==> config.mk <==
export PLATFORM = sky130hd
export DESIGN_NAME = comparator_control
export DESIGN_NICKNAME = d
export VERILOG_FILES = /design/src/rtl/comparator_pkg.sv /design/src/rtl/comparator_control.sv /design/src/rtl/comparator_channel.sv
export VERILOG_INCLUDE_DIRS = /design/src /design/src/rtl
export SDC_FILE = /design/constraint.sdc
export NUM_CORES = 1
export LEC_CHECK = 0
export BUFFER_PORTS_ARGS = -buffer_cell sky130_fd_sc_hd__buf_2
export CORE_UTILIZATION = 30
export CTS_CLUSTER_SIZE = 20
export DETAILED_ROUTE_END_ITERATION = 10
export GPL_ROUTABILITY_DRIVEN = 1
export PLACE_DENSITY = 0.63
export SLEW_MARGIN = 25
export SYNTH_ARGS = -nofsm -noshare
export SYNTH_HDL_FRONTEND = slang
export SYNTH_SLANG_ARGS = --single-unit
==> constraint.sdc <==
create_clock -name mclk_in -period 2 [get_ports mclk_in]
set_clock_uncertainty 0.15 [all_clocks]
set_input_delay 0.2 -clock mclk_in [delete_from_list [all_inputs] [get_ports mclk_in]]
set_output_delay 0.2 -clock mclk_in [all_outputs]
set_load 0.05 [all_outputs]
==> src/rtl/comparator_params.svh <==
// Constants for the comparator control block: offsets, fields, reset values
`ifndef COMPARATOR_PARAMS_SVH
`define COMPARATOR_PARAMS_SVH

// Register word indices (byte address = index * 4)
`define CMP_ADDR_W 4
`define CMP_IDX_CTRL_A_ONE 4'h0
`define CMP_IDX_CTRL_B_ONE 4'h1
`define CMP_IDX_CTRL_A_TWO 4'h2
`define CMP_IDX_CTRL_B_TWO 4'h3
`define CMP_IDX_MIRROR 4'h4
`define CMP_IDX_FLAGS 4'h5

// Control register A fields
`define CA_ENABLE 7
`define CA_RESULT 6
`define CA_PIN_OE 5
`define CA_INVERT 4
`define CA_SPEED 2
`define CA_HYST 1
`define CA_SYNC 0
`define CA_WMASK 8'hB7
`define CA_RESET 8'h04

// Control register B fields
`define CB_RISE 7
`define CB_FALL 6
`define CB_PSEL_HI 5
`define CB_PSEL_LO 4
`define CB_NSEL_HI 1
`define CB_NSEL_LO 0
`define CB_WMASK 8'hF3
`define CB_RESET 8'h00

// Positive input select codes
`define PSEL_PIN 2'h0
`define PSEL_DAC 2'h1
`define PSEL_FIXED 2'h2
`define PSEL_ALT 2'h3

`endif

==> src/rtl/comparator_pkg.sv <==
// Types shared by the comparator control block
`default_nettype none
package comparator_pkg;
  // Positive input source as seen by the analog core
  typedef enum logic [2:0] {
    src_own_pin, src_shared_pin, src_dac, src_fixed_ref, src_ground
  } positive_source_t;

  // Per-comparator configuration towards the analog core
  typedef struct packed {
    logic comparator_enable;
    logic speed_power_select;
    logic hysteresis_enable;
    positive_source_t positive_input_select;
    logic [1:0] negative_input_select;
  } analog_cfg_t;
endpackage
`default_nettype wire

==> src/rtl/comparator_control.sv <==
// Comparator digital control: Avalon-MM registers, two channels, pins
`default_nettype none
`include "comparator_params.svh"
module comparator_control
  import comparator_pkg::*;
#(
  parameter int CHANNELS = 2
) (
  input wire logic mclk_in,
  input wire logic rst_in,
  input wire logic [`CMP_ADDR_W+1:0] avs_address_in,
  input wire logic avs_read_in,
  input wire logic avs_write_in,
  input wire logic [31:0] avs_writedata_in,
  input wire logic [3:0] avs_byteenable_in,
  output logic [31:0] avs_readdata_out,
  output logic avs_waitrequest_out,
  input wire logic [1:0] raw_result_in,
  input wire logic timer_fall_in,
  input wire logic [1:0] pin_direction_bit_in,
  output logic [1:0] pin_data_out,
  output logic [1:0] pin_oe_out,
  output logic [1:0] timer_result_out,
  output logic [1:0] comparator_irq_flag_out,
  output analog_cfg_t cfg_one_out,
  output analog_cfg_t cfg_two_out
);
  localparam logic [7:0] CTRL_A_MASK = `CA_WMASK;

  // Mirror and flag words carry one bit per channel, so two is the limit
  if (CHANNELS != 2) begin : bad_channel_count
    $error("comparator_control serves exactly two channels");
  end

  // Word index 5 must fit in the address field
  if (`CMP_ADDR_W < 3) begin : bad_address_width
    $error("comparator_control needs at least three index bits");
  end

  // The result bit is read-only: a writable mask would store it
  if (CTRL_A_MASK[`CA_RESULT] != 1'b0) begin : bad_write_mask
    $error("comparator_control result bit must not be writable");
  end

  ////////////////////////////////////////////////////////////////////////
  // Bus handshake: one wait cycle, answer on the second edge
  // A request seen at edge N+1 drops waitrequest for the next cycle.
  // The master samples it low at edge N+2, which is where a write
  // lands; read data are loaded at N+1 so that they stand by then.

  logic busy;
  logic take;
  logic wr_take;
  logic lane_ok;
  logic [`CMP_ADDR_W-1:0] idx;
  logic addr_ok;
  logic [1:0] hit_ctrl_a;
  logic [1:0] hit_ctrl_b;
  logic hit_flags;
  logic [7:0] ctrl_a [2];
  logic [7:0] ctrl_b [2];
  logic [1:0] result;
  logic [1:0] edge_hit;
  logic [1:0] ext_result;
  logic [7:0] read_byte;

  // Only byte lane 0 carries register bits
  assign lane_ok = avs_byteenable_in[0];
  assign take = busy & (avs_read_in | avs_write_in);
  assign wr_take = take & avs_write_in & lane_ok;
  assign idx = avs_address_in[`CMP_ADDR_W+1:2];
  assign addr_ok = (avs_address_in[1:0] == 2'h0);
  assign hit_flags = wr_take & addr_ok & (idx == `CMP_IDX_FLAGS);

  // waitrequest is high at rest and drops for one cycle to accept
  always_ff @(posedge mclk_in or posedge rst_in) begin
    if (rst_in) begin
      busy <= 1'b0;
    end else begin
      busy <= (avs_read_in | avs_write_in) & ~busy;
    end
  end

  always_ff @(posedge mclk_in or posedge rst_in) begin
    if (rst_in) begin
      avs_waitrequest_out <= 1'b1;
    end else begin
      avs_waitrequest_out <= ~((avs_read_in | avs_write_in) & ~busy);
    end
  end

  ////////////////////////////////////////////////////////////////////////
  // Control registers, one pair per channel
  // Word map, byte address four times the index:
  //   0 control A one, 1 control B one, 2 control A two,
  //   3 control B two, 4 result mirror, 5 edge flags (write 1 clears)
  // Writes to read-only or unmapped words match no hit and are dropped

  genvar g;
  generate
    for (g = 0; g < CHANNELS; g++) begin : chan
      localparam logic [`CMP_ADDR_W-1:0] IDX_A =
        g ? `CMP_IDX_CTRL_A_TWO : `CMP_IDX_CTRL_A_ONE;
      localparam logic [`CMP_ADDR_W-1:0] IDX_B =
        g ? `CMP_IDX_CTRL_B_TWO : `CMP_IDX_CTRL_B_ONE;

      assign hit_ctrl_a[g] = wr_take & addr_ok & (idx == IDX_A);
      assign hit_ctrl_b[g] = wr_take & addr_ok & (idx == IDX_B);

      // Same value for every reset kind; speed bit resets high
      always_ff @(posedge mclk_in or posedge rst_in) begin
        if (rst_in) begin
          ctrl_a[g] <= `CA_RESET;
        end else if (hit_ctrl_a[g]) begin
          ctrl_a[g] <= avs_writedata_in[7:0] & `CA_WMASK;
        end
      end

      always_ff @(posedge mclk_in or posedge rst_in) begin
        if (rst_in) begin
          ctrl_b[g] <= `CB_RESET;
        end else if (hit_ctrl_b[g]) begin
          ctrl_b[g] <= avs_writedata_in[7:0] & `CB_WMASK;
        end
      end

      // Readback sees a raw change one edge later, the flag two edges
      // later; pin and timer copies trail the latch by one edge.
      comparator_channel unit (
        .mclk_in(mclk_in),
        .rst_in(rst_in),
        .raw_result_in(raw_result_in[g]),
        .enable_in(ctrl_a[g][`CA_ENABLE]),
        .invert_in(ctrl_a[g][`CA_INVERT]),
        .sync_in(ctrl_a[g][`CA_SYNC]),
        .rise_en_in(ctrl_b[g][`CB_RISE]),
        .fall_en_in(ctrl_b[g][`CB_FALL]),
        .timer_fall_in(timer_fall_in),
        .result_out(result[g]),
        .edge_out(edge_hit[g]),
        .ext_result_out(ext_result[g])
      );

      // Flag set wins over a software clear in the same cycle
      always_ff @(posedge mclk_in or posedge rst_in) begin
        if (rst_in) begin
          comparator_irq_flag_out[g] <= 1'b0;
        end else if (edge_hit[g]) begin
          comparator_irq_flag_out[g] <= 1'b1;
        end else if (hit_flags && avs_writedata_in[g]) begin
          comparator_irq_flag_out[g] <= 1'b0;
        end
      end

      // Pin override is independent of the enable bit
      always_ff @(posedge mclk_in or posedge rst_in) begin
        if (rst_in) begin
          pin_oe_out[g] <= 1'b0;
        end else begin
          pin_oe_out[g] <= ctrl_a[g][`CA_PIN_OE] &
                           ~pin_direction_bit_in[g];
        end
      end
    end
  endgenerate

  // Pin and timer copies are registered: one cycle later than the latch
  // The pin copy and the timer copy share one source, so sync mode governs both
  always_ff @(posedge mclk_in or posedge rst_in) begin
    if (rst_in) begin
      pin_data_out <= 2'h0;
    end else begin
      pin_data_out <= ext_result;
    end
  end

  always_ff @(posedge mclk_in or posedge rst_in) begin
    if (rst_in) begin
      timer_result_out <= 2'h0;
    end else begin
      timer_result_out <= ext_result;
    end
  end

  ////////////////////////////////////////////////////////////////////////
  // Analog core configuration
  // The core sees registered copies, so a register write never glitches
  // its switches; reset values match those of the control registers.

  localparam logic [7:0] CTRL_A_INIT = `CA_RESET;
  localparam logic [7:0] CTRL_B_INIT = `CB_RESET;

  localparam analog_cfg_t CFG_ONE_INIT = '{
    comparator_enable: CTRL_A_INIT[`CA_ENABLE],
    speed_power_select: CTRL_A_INIT[`CA_SPEED],
    hysteresis_enable: CTRL_A_INIT[`CA_HYST],
    positive_input_select: src_own_pin,
    negative_input_select: CTRL_B_INIT[`CB_NSEL_HI:`CB_NSEL_LO]
  };
  localparam analog_cfg_t CFG_TWO_INIT = '{
    comparator_enable: CTRL_A_INIT[`CA_ENABLE],
    speed_power_select: CTRL_A_INIT[`CA_SPEED],
    hysteresis_enable: CTRL_A_INIT[`CA_HYST],
    positive_input_select: src_shared_pin,
    negative_input_select: CTRL_B_INIT[`CB_NSEL_HI:`CB_NSEL_LO]
  };

  function automatic analog_cfg_t make_cfg(input logic [7:0] a,
                                           input logic [7:0] b,
                                           input logic second);
    analog_cfg_t c;
    logic [1:0] p;
    c = '0;
    p = b[`CB_PSEL_HI:`CB_PSEL_LO];
    c.comparator_enable = a[`CA_ENABLE];
    c.speed_power_select = a[`CA_SPEED];
    c.hysteresis_enable = a[`CA_HYST];
    case (p)
      `PSEL_PIN: c.positive_input_select =
        second ? src_shared_pin : src_own_pin;
      `PSEL_DAC: c.positive_input_select = src_dac;
      `PSEL_FIXED: c.positive_input_select = src_fixed_ref;
      `PSEL_ALT: c.positive_input_select =
        second ? src_ground : src_shared_pin;
      default: c.positive_input_select = src_own_pin;
    endcase
    c.negative_input_select = b[`CB_NSEL_HI:`CB_NSEL_LO];
    return c;
  endfunction

  always_ff @(posedge mclk_in or posedge rst_in) begin
    if (rst_in) begin
      cfg_one_out <= CFG_ONE_INIT;
    end else begin
      cfg_one_out <= make_cfg(ctrl_a[0], ctrl_b[0], 1'b0);
    end
  end

  always_ff @(posedge mclk_in or posedge rst_in) begin
    if (rst_in) begin
      cfg_two_out <= CFG_TWO_INIT;
    end else begin
      cfg_two_out <= make_cfg(ctrl_a[1], ctrl_b[1], 1'b1);
    end
  end

  ////////////////////////////////////////////////////////////////////////
  // Read path

  // Result bits come from the latched copies, never from the stored
  // control word, whose result position is masked off on writes
  always_comb begin
    read_byte = 8'h00;
    if (addr_ok) begin
      case (idx)
        `CMP_IDX_CTRL_A_ONE: begin
          read_byte = ctrl_a[0];
          read_byte[`CA_RESULT] = result[0];
        end
        `CMP_IDX_CTRL_B_ONE: read_byte = ctrl_b[0];
        `CMP_IDX_CTRL_A_TWO: begin
          read_byte = ctrl_a[1];
          read_byte[`CA_RESULT] = result[1];
        end
        `CMP_IDX_CTRL_B_TWO: read_byte = ctrl_b[1];
        `CMP_IDX_MIRROR: read_byte = {6'h00, result[1], result[0]};
        `CMP_IDX_FLAGS: read_byte = {6'h00, comparator_irq_flag_out};
        default: read_byte = 8'h00;
      endcase
    end
  end

  // Unmapped addresses read zero; write-only nothing, writes ignored
  always_ff @(posedge mclk_in or posedge rst_in) begin
    if (rst_in) begin
      avs_readdata_out <= 32'h0000_0000;
    end else if ((avs_read_in | avs_write_in) & ~busy) begin
      avs_readdata_out <= {24'h00_0000, read_byte};
    end
  end
endmodule
`default_nettype wire

==> src/rtl/comparator_channel.sv <==
// One comparator's result path: polarity, latch, edge detect, sync latch
`default_nettype none
`include "comparator_params.svh"
module comparator_channel
  import comparator_pkg::*;
(
  input wire logic mclk_in,
  input wire logic rst_in,
  input wire logic raw_result_in,
  input wire logic enable_in,
  input wire logic invert_in,
  input wire logic sync_in,
  input wire logic rise_en_in,
  input wire logic fall_en_in,
  input wire logic timer_fall_in,
  output logic result_out,
  output logic edge_out,
  output logic ext_result_out
);
  logic polarised;
  logic ext_latch;

  // A disabled core reads as low before polarity; toggling enable or
  // polarity therefore still makes edges that can raise the flag.
  assign polarised = (raw_result_in & enable_in) ^ invert_in;

  // Sampled once per instruction cycle; readback and edges use this copy
  always_ff @(posedge mclk_in or posedge rst_in) begin
    if (rst_in) begin
      result_out <= 1'b0;
    end else begin
      result_out <= polarised;
    end
  end

  always_ff @(posedge mclk_in or posedge rst_in) begin
    if (rst_in) begin
      edge_out <= 1'b0;
    end else begin
      edge_out <= (rise_en_in & polarised & ~result_out) |
                  (fall_en_in & ~polarised & result_out);
    end
  end

  // Timer clock falling edge arrives as a one-cycle enable, already
  // taken after the prescaler by the timer side.
  always_ff @(posedge mclk_in or posedge rst_in) begin
    if (rst_in) begin
      ext_latch <= 1'b0;
    end else if (timer_fall_in) begin
      ext_latch <= polarised;
    end
  end

  always_ff @(posedge mclk_in or posedge rst_in) begin
    if (rst_in) begin
      ext_result_out <= 1'b0;
    end else begin
      ext_result_out <= sync_in ? ext_latch : polarised;
    end
  end
endmodule
`default_nettype wire

* Word-level counts from Yosys, hierarchy flattened
Index checks and enable logic that the tools add are counted.
** Storage, ports and cells
- Register bits :: 64
- Logic and storage cells :: 94
** Operators by class
- Equal/unequal tests :: 11
- Mux-type cells :: 10
- Bitwise gates (word level) :: 35
- Reductions and logical operators :: 8
** Operators with widths (count)
- one-hot mux 8 bit (6 select lines) :: 1
- one-hot mux 3 bit (4 select lines) :: 2
- AND 1 bit :: 22
- == test 2 bit (second input constant) :: 4
- == test 4 x 2 -> 1 bit (second input constant) :: 2
- == test 4 x 3 -> 1 bit (second input constant) :: 2
- two-way mux 8 bit :: 1
- inverter 1 bit :: 8
- zero test 2 bit :: 3
- two-way mux 1 bit :: 6
- == test 2 x 1 -> 1 bit (second input constant) :: 2
- == test 4 x 1 -> 1 bit (second input constant) :: 1
- zero test 4 bit :: 1
- nonzero test 2 bit :: 2
- OR 1 bit :: 3
- logical AND 1 bit :: 2
- bitwise XOR 1 bit :: 2

* Longest topological paths before layout
- Depth in word-level cells :: 9
- Mapped depth :: 5

* Cells and area by module
From an unflattened synthesis, not the netlist that was laid out.
** Unflattened totals
- Cell total of the unflattened synthesis :: 199
- Area total of the unflattened synthesis :: 2796.4 µm²
** Modules (own cells, without submodules)
- comparator_control :: instances 1, cells an instance 175, area an instance 2458.6 µm², seq. area each 1358.8 µm²
- comparator_channel :: instances 2, cells an instance 12, area an instance 168.9 µm², seq. area each 100.1 µm²

* Worst setup path after synthesis
Ideal clock, no wire load.
- Kind :: input to register
- Start :: in avs_address_in[5]
- End :: reg ctrl_b[0] in the netlist's numbering
- Setup time :: 125 ps
- Arrival :: 1712 ps
- Required time :: 1725 ps
- Slack :: 13 ps
- Cell stages on the path :: 4
- Buffers on the path :: 1
- Path through :: or4_4 > or4_4 > buf_6 > mux2_4
** Between the ends
- Cells in the longest elaborated chain, start to end :: 2
** RTL lines
- from (decl) :: RTL line comparator_control.sv:11 : input wire logic [`CMP_ADDR_W+1:0] avs_address_in,
- == test 4 x 2 -> 1 bit :: RTL line comparator_control.sv:108 : assign hit_ctrl_b[g] = wr_take & addr_ok & (idx == IDX_B);
- AND 1 bit :: RTL line comparator_control.sv:108
- to (signal, indexed assignment) :: RTL line comparator_control.sv:121 : ctrl_b[g] <= `CB_RESET;
- to (signal, indexed assignment) :: RTL line comparator_control.sv:123 : ctrl_b[g] <= avs_writedata_in[7:0] & `CB_WMASK;
- to (decl) :: RTL line comparator_control.sv:61 : logic [7:0] ctrl_b [2];
No other way between the ends.
A chain may end at the register's enable or synchronous reset.

* Final worst setup path
- Start :: in avs_address_in[5]
- End :: reg ctrl_a[12] in the netlist's numbering
** Between the ends
- Cells in the longest elaborated chain, start to end :: 2
** RTL lines
- zero test 4 bit :: RTL line comparator_control.sv:107 : assign hit_ctrl_a[g] = wr_take & addr_ok & (idx == IDX_A);
- AND 1 bit :: RTL line comparator_control.sv:107
- to (signal, indexed assignment) :: RTL line comparator_control.sv:113 : ctrl_a[g] <= `CA_RESET;
- to (signal, indexed assignment) :: RTL line comparator_control.sv:115 : ctrl_a[g] <= avs_writedata_in[7:0] & `CA_WMASK;
- to (decl) :: RTL line comparator_control.sv:60 : logic [7:0] ctrl_a [2];
No other way between the ends.

==> qor.yml <==
floorplan:
  core-area_mm2: 0.00885
  top_level_ports: 108
  die_x_um: 98.3
  fp.dieArea_mm2: 0.00966
  fp-row-count: 34
  initial_core_util_pct: 31.4
  die_y_um: 98.3
cells_and_area:
  instances_no_fill: 396
  n_antenna_cell: 0
  multiInputGateArea_mm2: 0.00105
  drive_above_1_share_pct: 45.8
  syn_to_final_growth_pct: 23.1
  fin_nets: 339
  fillers: 851
  final-seq-area_mm2: 0.00156
global_routing:
  antenna_found_initial: 0
  grt_pass1_vias: 1856
  grtUsageTotal_pct: 13.2
  overflow: 0
  grt_max_degree: 63
  grt_pass1_wl_mm: 9.42
status:
  violations: "design-rule violations"
  status: "finished with violations"
setup_path:
  arrival_ns: 1.81
  path_delay_family: "simple AND/OR/NAND/NOR gates"
  cp-start-kind: "input port"
  end_kind: "register"
  worstPathCellList: "buf_2 -> or4_4 -> buf_4 -> nor4_4 -> buf_4 -> mux2_2"
  critPathKind: "in -> reg"
  crit_buf_inv: 3
  crit_path_max_fanout: 4
  slowest_stage: "or4_4"
  path_common_cell: "buf_4"
  cp.required_ns: 2.08
  crit_path_max_incr_delay_ns: 0.54
yosys:
  synth.area.mux_share_pct: 18.7
  syn-instance-count: 200
  synth_fa_ha_area_share_pct: 2.25
  synth_ff_type: "dfrtp_1"
  synthSimpleGateAreaFrac_pct: 8.19
  synth_cell_types: 37
  synth_seq_cells: 62
  async_flop_share_pct: 100
  ys_seq_area_share_pct: 56.1
  syn_area_mm2: 0.00278
  yosysWarnings: 0
  synth_top_family_by_area: "multiplexers"
  yosys.area_share.xor_xnor_pct: 0.630
  synth-edff-count: 0
  synth_compound_area_share_pct: 4.50
  syn_area_per_cell_um2: 13.9
sta:
  setup_viol: 0
  tightest_slew_ns: 0.522
  fin_setup_tns_ns: 0
  drv_slew: 0
  fmax_mhz: 577
  rsz0062_at_grt: "no"
  fin_crit_sh_pct: 86.6
  final_hold_viol_count: 0
  layout_min_cycle_time_ns: 1.73
  slew_headroom_pct: 64.3
clock_tree:
  holdBufCountCts: 10
  root_buffer: "clkbuf_8"
  insertion_delay_ns: 0.34
  post_cts_resized: 0
  h-tree-depth: 3
  cts_buffers: 9
  cts_tree: "done"
  clkTransAtPathRegs_ns: 0.07
  clockBufferDepth: 2
  cts_sinks: 62
  post_cts_buffers: 0
power:
  power.density_mw_per_mm2: 791
  leakage_nw: 1.77
  pwr-share-clk_pct: 33.3
  vdd_drop_max_mv: 0.234
  p_comb_share_pct: 16.7
  p_sw_mw: 0.815
  p_sw_share_pct: 30.1
  seqPwrFrac_pct: 50.0
  p_int_mw: 1.90
route:
  vias: 1754
  drt_iter0_markers: 75
  post-route-drc-count: 6
  detail_route.vias_per_cell: 4.43
  wl_mm: 5.71
  first_pass_iters: 10
  ant_nets: 0
  wl_per_cell_um: 14.4
worst_hold_path:
  min_path_type: "in -> reg"
run:
  cap_viol_max_count: 0
place:
  portBuffers: 53
  place.gp.congestion: 0.775
  dp.final_hpwl_mm: 4.10
  placedCellCount: 370
worst register-to-register path: cells and delay by family (launching register included):
kind / cells / cell delay (ns)
buffers and inverters: 2 / 0.39
muxes: 1 / 0.34
DFF: 1 / 0.35
and+or+nand+nor: 2 / 0.27
final cells by class:
type | instances | share of cell area [%]
well taps | 108 | 3.95
inverters | 8 | 0.877
clock buffers | 14 | 4.17
repair buffers | 79 | 14.5
flip-flops and latches | 62 | 45.5
clock inverters | 2 | 0.292
multi-input cells | 123 | 30.7
sequential cells by signal, indices dropped and copies added (netlist names):
name and flops:
chan.unit.ext_result_out 2, chan.unit.ext_latch 2, cfg_two_out 8, timer_result_out 2, pin_oe_out 2, avs_readdata_out 7, chan.unit.result_out 2, ctrl_b 12
comparator_irq_flag_out 2, ctrl_a 12, avs_waitrequest_out 1, chan.unit.edge_out 2, cfg_one_out 7, busy 1
power by group through the flow:
stage               Clock [mW]  Combinational (mW)  Sequential (mW)
detailed placement           0               0.437             1.38
CTS                      0.927               0.454             1.36
finish                   0.903               0.452             1.36
global placement             0               0.433             1.38
global route             0.985               0.482             1.37
floorplan                    0               0.284             1.46
worst paths after layout:
path	from	to	slack, ns	depth (start not counted)
max reg2reg	busy$_DFF_PP0_	ctrl_a[12]$_DFFE_PP0P_	0.37	5
min reg2reg	chan[0].unit.ext_result_out$_DFF_PP0_	timer_result_out[0]$_DFF_PP0_	0.20	0
min	avs_writedata_in[1]	ctrl_a[1]$_DFFE_PP0P_	0.02	2
max	avs_address_in[5]	ctrl_a[12]$_DFFE_PP0P_	0.27	6
max in group asynchronous	rst_in	ctrl_a[10]$_DFFE_PP1P_	1.06	4
min in group asynchronous	rst_in	cfg_two_out[1]$_DFF_PP0_	0.30	4
metrics by stage:
stage | power [mW] | setup slack (ns) | instance area [µm²] | utilization (%) | hold slack (ns)
2_1_floorplan | 1.74 | 0.0127 | 2880 | - | 0.116
3_3_place_gp | 1.81 | -0.0754 | 3170 | 35.8 | 0.141
3_5_place_dp | 1.82 | -0.0893 | 3170 | 35.8 | 0.140
4_1_cts | 2.74 | 0.265 | 3420 | 38.7 | 0.0143
5_1_grt | 2.83 | 0.216 | 3420 | 38.7 | 0.0205
6_report | 2.71 | 0.267 | 3420 | 38.7 | 0.0242
cells in the mapped netlist, types with 2 or more instances:
cell	count	share of area, %
or2_2	2	0.45
nand2b_1	2	0.45
ha_1	5	2.2
o22ai_1	3	0.67
mux2_2	29	12
nor2b_1	2	0.45
or4_4	2	0.81
mux2i_1	8	2.9
nand2_1	7	0.94
inv_1	8	1.1
nand4_1	2	0.45
o21ai_0	2	0.36
dfrtp_1	56	50
dfstp_2	6	5.7
xnor2_1	2	0.63
a21o_1	2	0.54
nor4_4	3	2.3
nor3b_1	3	0.81
mux2_4	6	3.2
buf_4	29	7.8
a222oi_1	2	0.72
a22o_1	4	1.3
routing by layer:
layer | vias up | part of all wire (%) | GRT usage, %
met3 | 13 | 5.9 | 3.72
met5 | - | 0 | 0
li1 | 814 | - | -
met2 | 60 | 47 | 21.0
met1 | 867 | 45 | 15.9
met4 | 0 | 2.5 | 8.27
cell families after synthesis:
group                    Yosys count
AO/OA/AOI/OAI                     16
XOR/XNOR                           2
adder cells (fa/ha/maj)            5
buffers and inverters             40
other                              1
multiplexers                      44
flip-flops                        62
AND/OR/NAND/NOR                   30
placed cells by master, fill, tap and decap left out, types with 6 or more instances in the layout:
master and n:
buf_4 15, mux2_2 29, dfrtp_1 56, mux2i_1 8, inv_1 7, conb_1 26
nand2_1 7, clkbuf_8 9, dlygate4sd3_1 10, buf_2 53, mux2_4 6, dfstp_2 6
Note: power is estimated with default switching activity, not from simulation.
